===== config.mk =====
export PLATFORM = sky130hd
export DESIGN_NAME = mrs_slave
export DESIGN_NICKNAME = d
export VERILOG_FILES = /design/src/inc/mrs_pkg.sv /design/src/mrs_slave.sv
export SDC_FILE = /design/constraint.sdc
export NUM_CORES = 1
export LEC_CHECK = 0
export BUFFER_PORTS_ARGS = -buffer_cell sky130_fd_sc_hd__buf_2
export CAP_MARGIN = 40
export CORE_ASPECT_RATIO = 0.5
export CORE_MARGIN = 2
export CORE_UTILIZATION = 52
export DETAILED_ROUTE_END_ITERATION = 16
export PLACE_DENSITY = 0.76
export SKIP_LAST_GASP = 1
export SLEW_MARGIN = 20
export SYNTH_ARGS = -nofsm -noshare
export SYNTH_HDL_FRONTEND = slang
export SYNTH_SLANG_ARGS = --single-unit

===== constraint.sdc =====
create_clock -name i_mclk -period 7.3 [get_ports i_mclk]
set_input_delay 0.73 -clock i_mclk [delete_from_list [all_inputs] [get_ports i_mclk]]
set_output_delay 0.73 -clock i_mclk [all_outputs]
set_load 0.02 [all_outputs]

===== src/inc/mrs_pkg.sv =====
// Purpose: Constants and types for the RTU register slave
// Assumes: Byte-level serial link, 40 MHz clock
// Notes: Gap length derived from baud rate and character size
// Functional notes
// - Frames bounded by 3.5-character idle gaps
// - Answer own station address, echo it first
// - Read 03: byte count twice register count
// - Float split low word at lower address
// - Wire addresses zero-based, register 777 is 0x0308
// - Write 10h echoes start and count
// - Write ack only confirms reception; range checked
// - Purge minutes held at address 0x0308
package mrs_pkg;
  localparam longint MRS_CLK_HZ     = 40_000_000;
  localparam longint MRS_BAUD       = 19_200;
  localparam longint MRS_CHAR_BITS  = 11;
  // Gap of 3.5 characters, held as half characters
  localparam longint MRS_GAP_HALF_CHARS = 7;
  localparam longint MRS_GAP_CYCLES_L =
    (MRS_GAP_HALF_CHARS * MRS_CHAR_BITS * MRS_CLK_HZ + 2 * MRS_BAUD - 1)
    / (2 * MRS_BAUD);
  localparam int     MRS_GAP_CYCLES = int'(MRS_GAP_CYCLES_L);

  localparam logic [7:0]  MRS_FC_READ      = 8'h03;
  localparam logic [7:0]  MRS_FC_WRITE     = 8'h10;
  localparam logic [15:0] MRS_ADDR_CONC_LO = 16'h0000;
  localparam logic [15:0] MRS_ADDR_CONC_HI = 16'h0001;
  localparam logic [15:0] MRS_ADDR_PURGE   = 16'h0308;
  localparam logic [15:0] MRS_PURGE_RESET  = 16'h0000;
  localparam logic [15:0] MRS_PURGE_MIN    = 16'h0001;
  localparam logic [15:0] MRS_MAX_READ     = 16'h007D;
  localparam logic [15:0] MRS_MAX_WRITE    = 16'h007B;
  localparam logic [15:0] MRS_CRC_INIT     = 16'hFFFF;
  localparam logic [15:0] MRS_CRC_POLY     = 16'hA001;
  localparam logic [7:0]  MRS_IDX_FC       = 8'h01;
  localparam logic [7:0]  MRS_IDX_START_HI = 8'h02;
  localparam logic [7:0]  MRS_IDX_START_LO = 8'h03;
  localparam logic [7:0]  MRS_IDX_CNT_HI   = 8'h04;
  localparam logic [7:0]  MRS_IDX_CNT_LO   = 8'h05;
  localparam logic [7:0]  MRS_IDX_BCNT     = 8'h06;
  localparam logic [7:0]  MRS_IDX_WDATA    = 8'h07;
  localparam logic [7:0]  MRS_READ_LEN     = 8'h08;
  localparam logic [7:0]  MRS_WRITE_ACK_LEN = 8'h08;
  localparam logic [7:0]  MRS_READ_HDR_LEN = 8'h05;
  localparam logic [7:0]  MRS_WRITE_HDR_LEN = 8'h09;

  typedef enum logic [0:0] {
    MRS_ST_RX = 1'b0,
    MRS_ST_TX = 1'b1
  } mrs_state_t;

  typedef struct packed {
    mrs_state_t  state;
    logic [31:0] gap_cnt;
    logic        in_frame;
    logic [7:0]  rx_idx;
    logic [15:0] rx_crc;
    logic [7:0]  rx_sta;
    logic [7:0]  fc;
    logic [15:0] start;
    logic [15:0] count;
    logic [7:0]  bcnt;
    logic [7:0]  hi_byte;
    logic        wr_hit;
    logic [15:0] wr_val;
    logic [7:0]  tx_idx;
    logic [7:0]  tx_len;
    logic [15:0] tx_crc;
    logic        tx_valid;
    logic [7:0]  tx_data;
    logic [15:0] purge;
  } mrs_regs_t;
endpackage


===== src/mrs_slave.sv =====
// Purpose: RTU frame handler for read-holding and write-multiple
// Assumes: Rx bytes arrive as one-cycle strobes from a UART
// Notes: Half duplex; bytes received while answering are ignored
`timescale 1ns/1ps
module mrs_slave
  import mrs_pkg::*;
#(
  parameter int GAP_CYCLES = MRS_GAP_CYCLES
)
(
  input  wire logic        i_mclk,
  input  wire logic        i_sys_rst,
  input  wire logic [7:0]  i_station_addr,
  input  wire logic [31:0] i_conc_value,
  input  wire logic        i_rx_valid,
  input  wire logic [7:0]  i_rx_data,
  input  wire logic        i_tx_ready,
  output logic             o_tx_valid,
  output logic [7:0]       o_tx_data,
  output logic [15:0]      o_purge_minutes
);

  // Reflected CRC-16 byte step
  function automatic logic [15:0] crc_step(input logic [15:0] c,
                                           input logic [7:0]  d);
    logic [15:0] x;
    x = c ^ {8'h00, d};
    for (int i = 0; i < 8; i++)
    begin
      x = x[0] ? ((x >> 1) ^ MRS_CRC_POLY) : (x >> 1);
    end
    return x;
  endfunction

  // Register word at a zero-based wire address
  function automatic logic [15:0] reg_word(input logic [15:0] a,
                                           input logic [31:0] f,
                                           input logic [15:0] p);
    logic [15:0] w;
    w = 16'h0000;
    if (a == MRS_ADDR_CONC_LO)
    begin
      w = f[15:0];
    end
    else if (a == MRS_ADDR_CONC_HI)
    begin
      w = f[31:16];
    end
    else if (a == MRS_ADDR_PURGE)
    begin
      w = p;
    end
    return w;
  endfunction

  // Response byte at index, given the running CRC
  function automatic logic [7:0] tx_byte(input mrs_regs_t s,
                                         input logic [7:0] idx,
                                         input logic [15:0] c,
                                         input logic [31:0] f);
    logic [7:0]  b;
    logic [7:0]  k;
    logic [15:0] w;
    b = 8'h00;
    k = 8'((idx - MRS_IDX_START_LO) >> 1);
    w = reg_word(s.start + {8'h00, k}, f, s.purge);
    if (idx == 8'(s.tx_len - 8'h02))
    begin
      b = c[7:0];
    end
    else if (idx == 8'(s.tx_len - 8'h01))
    begin
      b = c[15:8];
    end
    else if (idx == 8'h00)
    begin
      b = s.rx_sta;
    end
    else if (idx == MRS_IDX_FC)
    begin
      b = s.fc;
    end
    else if (s.fc == MRS_FC_READ)
    begin
      if (idx == MRS_IDX_START_HI)
      begin
        b = {s.count[6:0], 1'b0};
      end
      else
      begin
        b = idx[0] ? w[15:8] : w[7:0];
      end
    end
    else
    begin
      unique case (idx)
        MRS_IDX_START_HI: b = s.start[15:8];
        MRS_IDX_START_LO: b = s.start[7:0];
        MRS_IDX_CNT_HI:   b = s.count[15:8];
        default:          b = s.count[7:0];
      endcase
    end
    return b;
  endfunction

  mrs_regs_t   r_reg;
  mrs_regs_t   r_next;
  logic        frame_end;
  logic        frame_ok;
  logic        read_ok;
  logic        write_ok;
  logic        tx_fire;
  logic [7:0]  wk;
  logic [15:0] crc_tx;

  // Frame closes once the line has been idle 3.5 characters
  assign frame_end = (r_reg.state == MRS_ST_RX) && r_reg.in_frame
                     && (r_reg.gap_cnt == 32'(GAP_CYCLES - 1));
  assign frame_ok  = frame_end && (r_reg.rx_crc == 16'h0000)
                     && (r_reg.rx_sta == i_station_addr);
  assign read_ok   = frame_ok && (r_reg.fc == MRS_FC_READ)
                     && (r_reg.rx_idx == MRS_READ_LEN)
                     && (r_reg.count != 16'h0000)
                     && (r_reg.count <= MRS_MAX_READ);
  assign write_ok  = frame_ok && (r_reg.fc == MRS_FC_WRITE)
                     && (r_reg.count != 16'h0000)
                     && (r_reg.count <= MRS_MAX_WRITE)
                     && (r_reg.bcnt == {r_reg.count[6:0], 1'b0})
                     && (r_reg.rx_idx == 8'(MRS_WRITE_HDR_LEN
                         + {r_reg.count[6:0], 1'b0}));
  assign tx_fire   = r_reg.tx_valid && i_tx_ready;
  assign wk        = 8'((r_reg.rx_idx - MRS_IDX_WDATA) >> 1);
  assign crc_tx    = (r_reg.tx_idx < 8'(r_reg.tx_len - 8'h02))
                     ? crc_step(r_reg.tx_crc, r_reg.tx_data)
                     : r_reg.tx_crc;

  always_comb
  begin
    r_next = r_reg;
    if (r_reg.gap_cnt < 32'(GAP_CYCLES))
    begin
      r_next.gap_cnt = r_reg.gap_cnt + 32'h0000_0001;
    end
    unique case (r_reg.state)
      MRS_ST_RX:
      begin
        if (frame_end)
        begin
          r_next.in_frame = 1'b0;
        end
        if (i_rx_valid)
        begin
          r_next.gap_cnt  = 32'h0000_0000;
          r_next.in_frame = 1'b1;
          if (!r_reg.in_frame || frame_end)
          begin
            r_next.rx_idx = 8'h01;
            r_next.rx_crc = crc_step(MRS_CRC_INIT, i_rx_data);
            r_next.rx_sta = i_rx_data;
            r_next.wr_hit = 1'b0;
          end
          else
          begin
            if (r_reg.rx_idx != 8'hFF)
            begin
              r_next.rx_idx = r_reg.rx_idx + 8'h01;
            end
            r_next.rx_crc = crc_step(r_reg.rx_crc, i_rx_data);
            unique case (r_reg.rx_idx)
              MRS_IDX_FC:       r_next.fc = i_rx_data;
              MRS_IDX_START_HI: r_next.start[15:8] = i_rx_data;
              MRS_IDX_START_LO: r_next.start[7:0] = i_rx_data;
              MRS_IDX_CNT_HI:   r_next.count[15:8] = i_rx_data;
              MRS_IDX_CNT_LO:   r_next.count[7:0] = i_rx_data;
              MRS_IDX_BCNT:     r_next.bcnt = i_rx_data;
              default:
              begin
                if (r_reg.fc == MRS_FC_WRITE
                    && r_reg.rx_idx >= MRS_IDX_WDATA)
                begin
                  if (r_reg.rx_idx[0])
                  begin
                    r_next.hi_byte = i_rx_data;
                  end
                  else if (({8'h00, wk} < r_reg.count) && (r_reg.start
                           + {8'h00, wk} == MRS_ADDR_PURGE))
                  begin
                    r_next.wr_hit = 1'b1;
                    r_next.wr_val = {r_reg.hi_byte, i_rx_data};
                  end
                end
              end
            endcase
          end
        end
        else if (read_ok || write_ok)
        begin
          if (write_ok && r_reg.wr_hit
              && r_reg.wr_val >= MRS_PURGE_MIN)
          begin
            r_next.purge = r_reg.wr_val;
          end
          r_next.state    = MRS_ST_TX;
          r_next.tx_idx   = 8'h00;
          r_next.tx_len   = write_ok ? MRS_WRITE_ACK_LEN
                            : 8'(MRS_READ_HDR_LEN
                              + {r_reg.count[6:0], 1'b0});
          r_next.tx_crc   = MRS_CRC_INIT;
          r_next.tx_valid = 1'b1;
          r_next.tx_data  = r_reg.rx_sta;
        end
      end
      MRS_ST_TX:
      begin
        r_next.gap_cnt = 32'h0000_0000;
        if (tx_fire)
        begin
          if (r_reg.tx_idx == 8'(r_reg.tx_len - 8'h01))
          begin
            r_next.state    = MRS_ST_RX;
            r_next.tx_valid = 1'b0;
            r_next.in_frame = 1'b0;
          end
          else
          begin
            r_next.tx_idx  = r_reg.tx_idx + 8'h01;
            r_next.tx_crc  = crc_tx;
            r_next.tx_data = tx_byte(r_reg, r_reg.tx_idx + 8'h01,
                                     crc_tx, i_conc_value);
          end
        end
      end
    endcase
  end

  always_ff @(posedge i_mclk)
  begin
    if (i_sys_rst)
    begin
      r_reg          <= '0;
      r_reg.state    <= MRS_ST_RX;
      r_reg.rx_crc   <= MRS_CRC_INIT;
      r_reg.tx_crc   <= MRS_CRC_INIT;
      r_reg.purge    <= MRS_PURGE_RESET;
    end
    else
    begin
      r_reg <= r_next;
    end
  end

  assign o_tx_valid      = r_reg.tx_valid;
  assign o_tx_data       = r_reg.tx_data;
  assign o_purge_minutes = r_reg.purge;
endmodule


# After elaboration in Yosys (flattened, before gate mapping)
# Index checks and enable logic that the tools add are counted.
dict set report op_classes {
  add_sub_neg 11
  n_lt_le_gt_ge 7
  eq_ne 33
  mux 74
  n_bitwise 32
  reduce_logical 46
}
# cell count
set ops {}
lappend ops {{16-bit 2-to-1 mux} 31}
lappend ops {{8-bit 2-to-1 mux} 20}
lappend ops {{138-bit 2-to-1 mux} 1}
lappend ops {{57-bit 2-to-1 mux} 2}
lappend ops {{25-bit 2-to-1 mux} 3}
lappend ops {{2-bit NOT with 3-bit output} 24}
lappend ops {{34-bit case mux with 2 select lines} 1}
lappend ops {{56-bit 2-to-1 mux} 1}
lappend ops {{25-bit case mux with 2 select lines} 1}
lappend ops {{8-bit == test} 6}
lappend ops {{8-bit by 2-bit == test with 1-bit output (second input constant)} 5}
lappend ops {{4-bit AND reduction} 9}
lappend ops {{17-bit 2-to-1 mux} 2}
lappend ops {{16-bit by 7-bit adder with 16-bit output} 2}
lappend ops {{32-bit by 1-bit adder with 32-bit output (second input constant)} 1}
lappend ops {{16-bit by 10-bit == test with 1-bit output (second input constant)} 2}
lappend ops {{32-bit by 17-bit == test with 1-bit output (second input constant)} 1}
lappend ops {{8-bit by 3-bit == test with 1-bit output (second input constant)} 4}
lappend ops {{16-bit by 7-bit less-or-equal comparator with 1-bit output (second input constant)} 2}
lappend ops {{16-bit logical NOT} 2}
lappend ops {{32-bit by 17-bit less-than comparator with 1-bit output (second input constant)} 1}
lappend ops {{32-bit 2-to-1 mux} 1}
lappend ops {{16-bit by 8-bit XOR with 16-bit output} 2}
lappend ops {{24-bit 2-to-1 mux} 1}
lappend ops {{35 further kinds} 78}
dict set report word_totals {
  register_bits 196
  out_inout_bits 25
  wordCells 224
}

# Logic depth before layout (Yosys ltp)
dict set report depth {
  word_depth 23
  mapped_depth 19
}

# Least setup slack after synthesis
# Ideal clock, no wire load.
dict set report synth_timing {
  path_kind {flip-flop to flip-flop}
  start {reg r_reg[50] (netlist bit)}
  end {reg r_reg (netlist bit o_tx_data[0])}
  setup_ps 58
  arrival_ps 4369
  required_time_ps 7242
  slack_ps 2873
  stages_incl_launch_ff 20
  period_less_slack_ps 4427
  path_cell_list {dfxtp_1 ha_1 clkbuf_1 nand3_1 xnor2_2 nand3_1 nand2b_1 mux2i_1 xor2_1 ha_1 and2_1 nor2_1 o32a_1 a211oi_1 nand4_1 nor3_2 buf_4 a311oi_1 nor4_1 o211a_1}
}
dict set report synth_via {
  elab_chain_cells 17
  elab_cells_between_ends 32
}
# item line_no
set synth_rtl {}
lappend synth_rtl {{from (decl)} mrs_slave.sv:106} ;# mrs_regs_t r_reg;
lappend synth_rtl {{from (signal assigned)} mrs_slave.sv:248} ;# r_reg <= r_next;
lappend synth_rtl {{8-bit by 1-bit adder with 8-bit output} mrs_slave.sv:228} ;# r_next.tx_data = tx_byte(r_reg, r_reg.tx_idx + 8'h01,
lappend synth_rtl {{8-bit by 2-bit subtractor with 8-bit output} mrs_slave.sv:65} ;# k = 8'((idx - MRS_IDX_START_LO) >> 1);
lappend synth_rtl {{16-bit by 7-bit adder with 16-bit output} mrs_slave.sv:66} ;# w = reg_word(s.start + {8'h00, k}, f, s.purge);
lappend synth_rtl {{16-bit by 10-bit == test with 1-bit output} mrs_slave.sv:49} ;# else if (a == MRS_ADDR_PURGE)
lappend synth_rtl {{16-bit 2-to-1 mux} mrs_slave.sv:49}
lappend synth_rtl {{16-bit 2-to-1 mux} mrs_slave.sv:45} ;# else if (a == MRS_ADDR_CONC_HI)
lappend synth_rtl {{16-bit 2-to-1 mux} mrs_slave.sv:41} ;# if (a == MRS_ADDR_CONC_LO)
lappend synth_rtl {{8-bit 2-to-1 mux} mrs_slave.sv:91} ;# b = idx[0] ? w[15:8] : w[7:0];
lappend synth_rtl {{8-bit 2-to-1 mux} mrs_slave.sv:85} ;# if (idx == MRS_IDX_START_HI)
lappend synth_rtl {{8-bit 2-to-1 mux} mrs_slave.sv:83} ;# else if (s.fc == MRS_FC_READ)
lappend synth_rtl {{8-bit 2-to-1 mux} mrs_slave.sv:79} ;# else if (idx == MRS_IDX_FC)
lappend synth_rtl {{8-bit 2-to-1 mux} mrs_slave.sv:75} ;# else if (idx == 8'h00)
lappend synth_rtl {{8-bit 2-to-1 mux} mrs_slave.sv:71} ;# else if (idx == 8'(s.tx_len - 8'h01))
lappend synth_rtl {{8-bit 2-to-1 mux} mrs_slave.sv:67} ;# if (idx == 8'(s.tx_len - 8'h02))
lappend synth_rtl {{8-bit 2-to-1 mux} mrs_slave.sv:218} ;# if (r_reg.tx_idx == 8'(r_reg.tx_len - 8'h01))
lappend synth_rtl {{25-bit 2-to-1 mux} mrs_slave.sv:216} ;# if (tx_fire)
lappend synth_rtl {{25-bit case mux with 2 select lines} mrs_slave.sv:144} ;# unique case (r_reg.state)
# Parallel ways exist; a longest one is shown, timed or not. The select of a mux whose other input is x is not followed.
# A chain may end at the register's enable or synchronous reset.

# Final worst setup path
# Same ends and word-level chain as after synthesis.

==> flow_summary.ini <==
[job]
maxCapViolCount = 0

[floorplanning]
die_x_microns = 226.1
die_y_microns = 115.1
die-area_sq_mm = 0.02601
ios = 77
start_util_pct = 53.17
placementRows = 40
design.core.area_sq_mm = 0.02412

[timing]
clock.fmax_mhz = 164.5
hold_viol = 0
rsz0062_at_grt = false
worstMarginPinSlew_ns = 0.9091
period_share_pct = 83.30
tns_ns = 0
relSlewSlack_pct = 38.93
finalSetupViolations = 0
setup_slack_ns = 1.219
maxSlewViolCount = 0
clock_skew_ns = 0.01519
period_needed_ns = 6.081

[clock_tree]
postCtsSetupBuffers = 0
cts_num_sinks = 196
clk_pin_slew_ns = 0.08
cts-root-buf = clkbuf_16
tritoncts = yes
hold_buffers = 0
ctsHtreeMaxLevel = 4
clock_latency_ns = 0.47
post_cts_resized = 0
cts_inserted_buffers = 17
clk_path_buf_depth = 2

[global_routing]
grt_max_degree = 90
overflow = 0
grt_antenna_before_repair = 0
grt_pass1_vias = 11230
grt_pass1_wl_microns = 62000
track_usage_pct = 31.03

[worst_setup_path]
cp_max_fo = 17
cpPeakStageDelay_ns = 0.69
path_cells = ha_1 > nand3_1 > xnor2_2 > nand3_1 > nand2b_1 > mux2i_1 > xor2_1 > ha_1 > a21oi_1 > a21oi_1 > nor4b_1 > nor4_1 > nand4_1 > nor3_2 > a311oi_1 > nor4_1 > o211a_1
cp_top_family = simple AND/OR/NAND/NOR gates
worst_path_max_delay_cell = nor3_2
cp.required_ns = 7.71
cp-end-kind = register
critPathKind = register to register
critPathLaunchType = register
critPathBufInv = 0
cp.arrival_ns = 6.49

[final_layout]
syn_to_final_growth_pct = 7.024
layout_commonest_cell = dfxtp_1
final_cells = 1927
antenna_cells = 0
final_cell_mix = dfxtp_1, nor2_1, nand2_1
final_nets = 1678
drive_gt1_share_pct = 10.56
largest_register_ffs = 171
final_util_pct = 56.90

[route]
drc_errors = 0
wirelength_microns = 40100
drtIter0Drc = 1453
wl_per_cell_microns = 20.81
viasPerCell = 6.298
vias = 12140
ant_nets = 0
drt_first_pass_iters = 8

[synthesis]
synth_area_leader_cell = dfxtp_1
ys_ff_latch = 196
ys_seq_area_share_pct = 30.59
ys_warn_count = 0
synth_edf_count = 0
netlist_area_sq_mm = 0.01283
syn_inst = 1600
synth-async-reset-ratio_pct = 0
synth_area_leaders = dfxtp_1, xnor2_1, mux2i_1
synth_cell_type_count = 95
synth_nets = 1700
synth_ff_type = dfxtp_1
synth_top_cell_area_share_pct = 30.59
synth_area_per_cell_sq_um = 8.016

[worst_hold_path]
hold_path.class = register to register

[pwr]
peakVddDrop_uv = 183.2
power_density_mw_per_mm2 = 162.1
p_leak_nw = 5.050

[outcome]
status = complete, no violations

[placed_design]
place.gp.congestion = 0.9900
io_buffers = 76
pre_cts_ws_ns = 1.478
dp_hpwl_microns = 29000
dp_cells = 1891
[worst paths after layout]
check                    startpoint                         to  slack (ns)  depth (start not counted)
min          r_reg[82]$_SDFFE_PP0P_     r_reg[82]$_SDFFE_PP0P_        0.46                          2
max reg2reg  r_reg[50]$_SDFFE_PP0P_  o_tx_data[0]$_SDFFE_PP0P_        1.22                         17
min reg2reg  r_reg[82]$_SDFFE_PP0P_     r_reg[82]$_SDFFE_PP0P_        0.46                          2
max          r_reg[50]$_SDFFE_PP0P_  o_tx_data[0]$_SDFFE_PP0P_        1.22                         17
[metrics by stage]
step | power, mW | hold slack, ns | instance area [sq um]
floorplan | 1.248 | 0.4308 | 12830
global placement | 1.301 | 0.4434 | 13080
detailed placement | 1.306 | 0.4451 | 13100
CTS | 2.232 | 0.4620 | 13670
global route | 2.293 | 0.4875 | 13730
finish | 2.225 | 0.4575 | 13730
[per-layer routing]
layer  share of wire, %  wire length, microns  track usage [%]
met1                 45                 17930            42.93
met4                3.2                  1276            13.29
met3                8.7                  3469            6.440
met2                 43                 17420            47.18
met5                  0                     0                0
[area by class of cell]
| cell class | instances | area (sq um) |
|---|---|---|
| sequential | 196 | 3924 |
| inverter | 38 | 142.6 |
| tap | 336 | 420.4 |
| fill | 2232 | 10400 |
| multi-input combinational | 1229 | 8102 |
| clock buffer | 17 | 425.4 |
| clock inverter | 15 | 137.6 |
| timing repair buffer | 96 | 575.6 |
[synthesized netlist by cell type (all sizes together), types with 8 or more instances]
library cell and count:
mux2i 79, nand3 74, nor4 29, mux2 11, or3 11, buf 45, o211ai 16, nand2b 9
o21ai 58, nand4 39, o31ai 26, nor2b 10, nand2 129, inv 37, nor3b 10, and2 19
o22ai 8, nor3 59, ha 46, and3 15, a22oi 13, a21oi 118, a31oi 12, clkbuf 92
dfxtp 196, a211oi 10, xnor2 98, a21o 12, xor2 48, nor2 165
[kinds of logic after synthesis]
| group | after synthesis | share of synthesized area [%] |
|---|---|---|
| mux | 91 | 7.307 |
| fa+ha+maj | 48 | 4.800 |
| buf+inv | 175 | 6.311 |
| flops | 196 | 30.59 |
| xor+xnor | 147 | 10.20 |
| compound gates | 348 | 17.89 |
| simple gates | 595 | 22.90 |
[report_power, final]
part | internal [mW] | total [mW] | switching [mW]
logic | 0.0745 | 0.187 | 0.112
registers | 1.08 | 1.10 | 0.0188
clock network | 0.453 | 0.938 | 0.485
[tightest hold or removal path: stages (launching register included)]
cell and delay (ns):
dfxtp_1 0.31, nand2_1 0.05, a21oi_1 0.05
No activity file was read; power rests on OpenSTA's default activity.
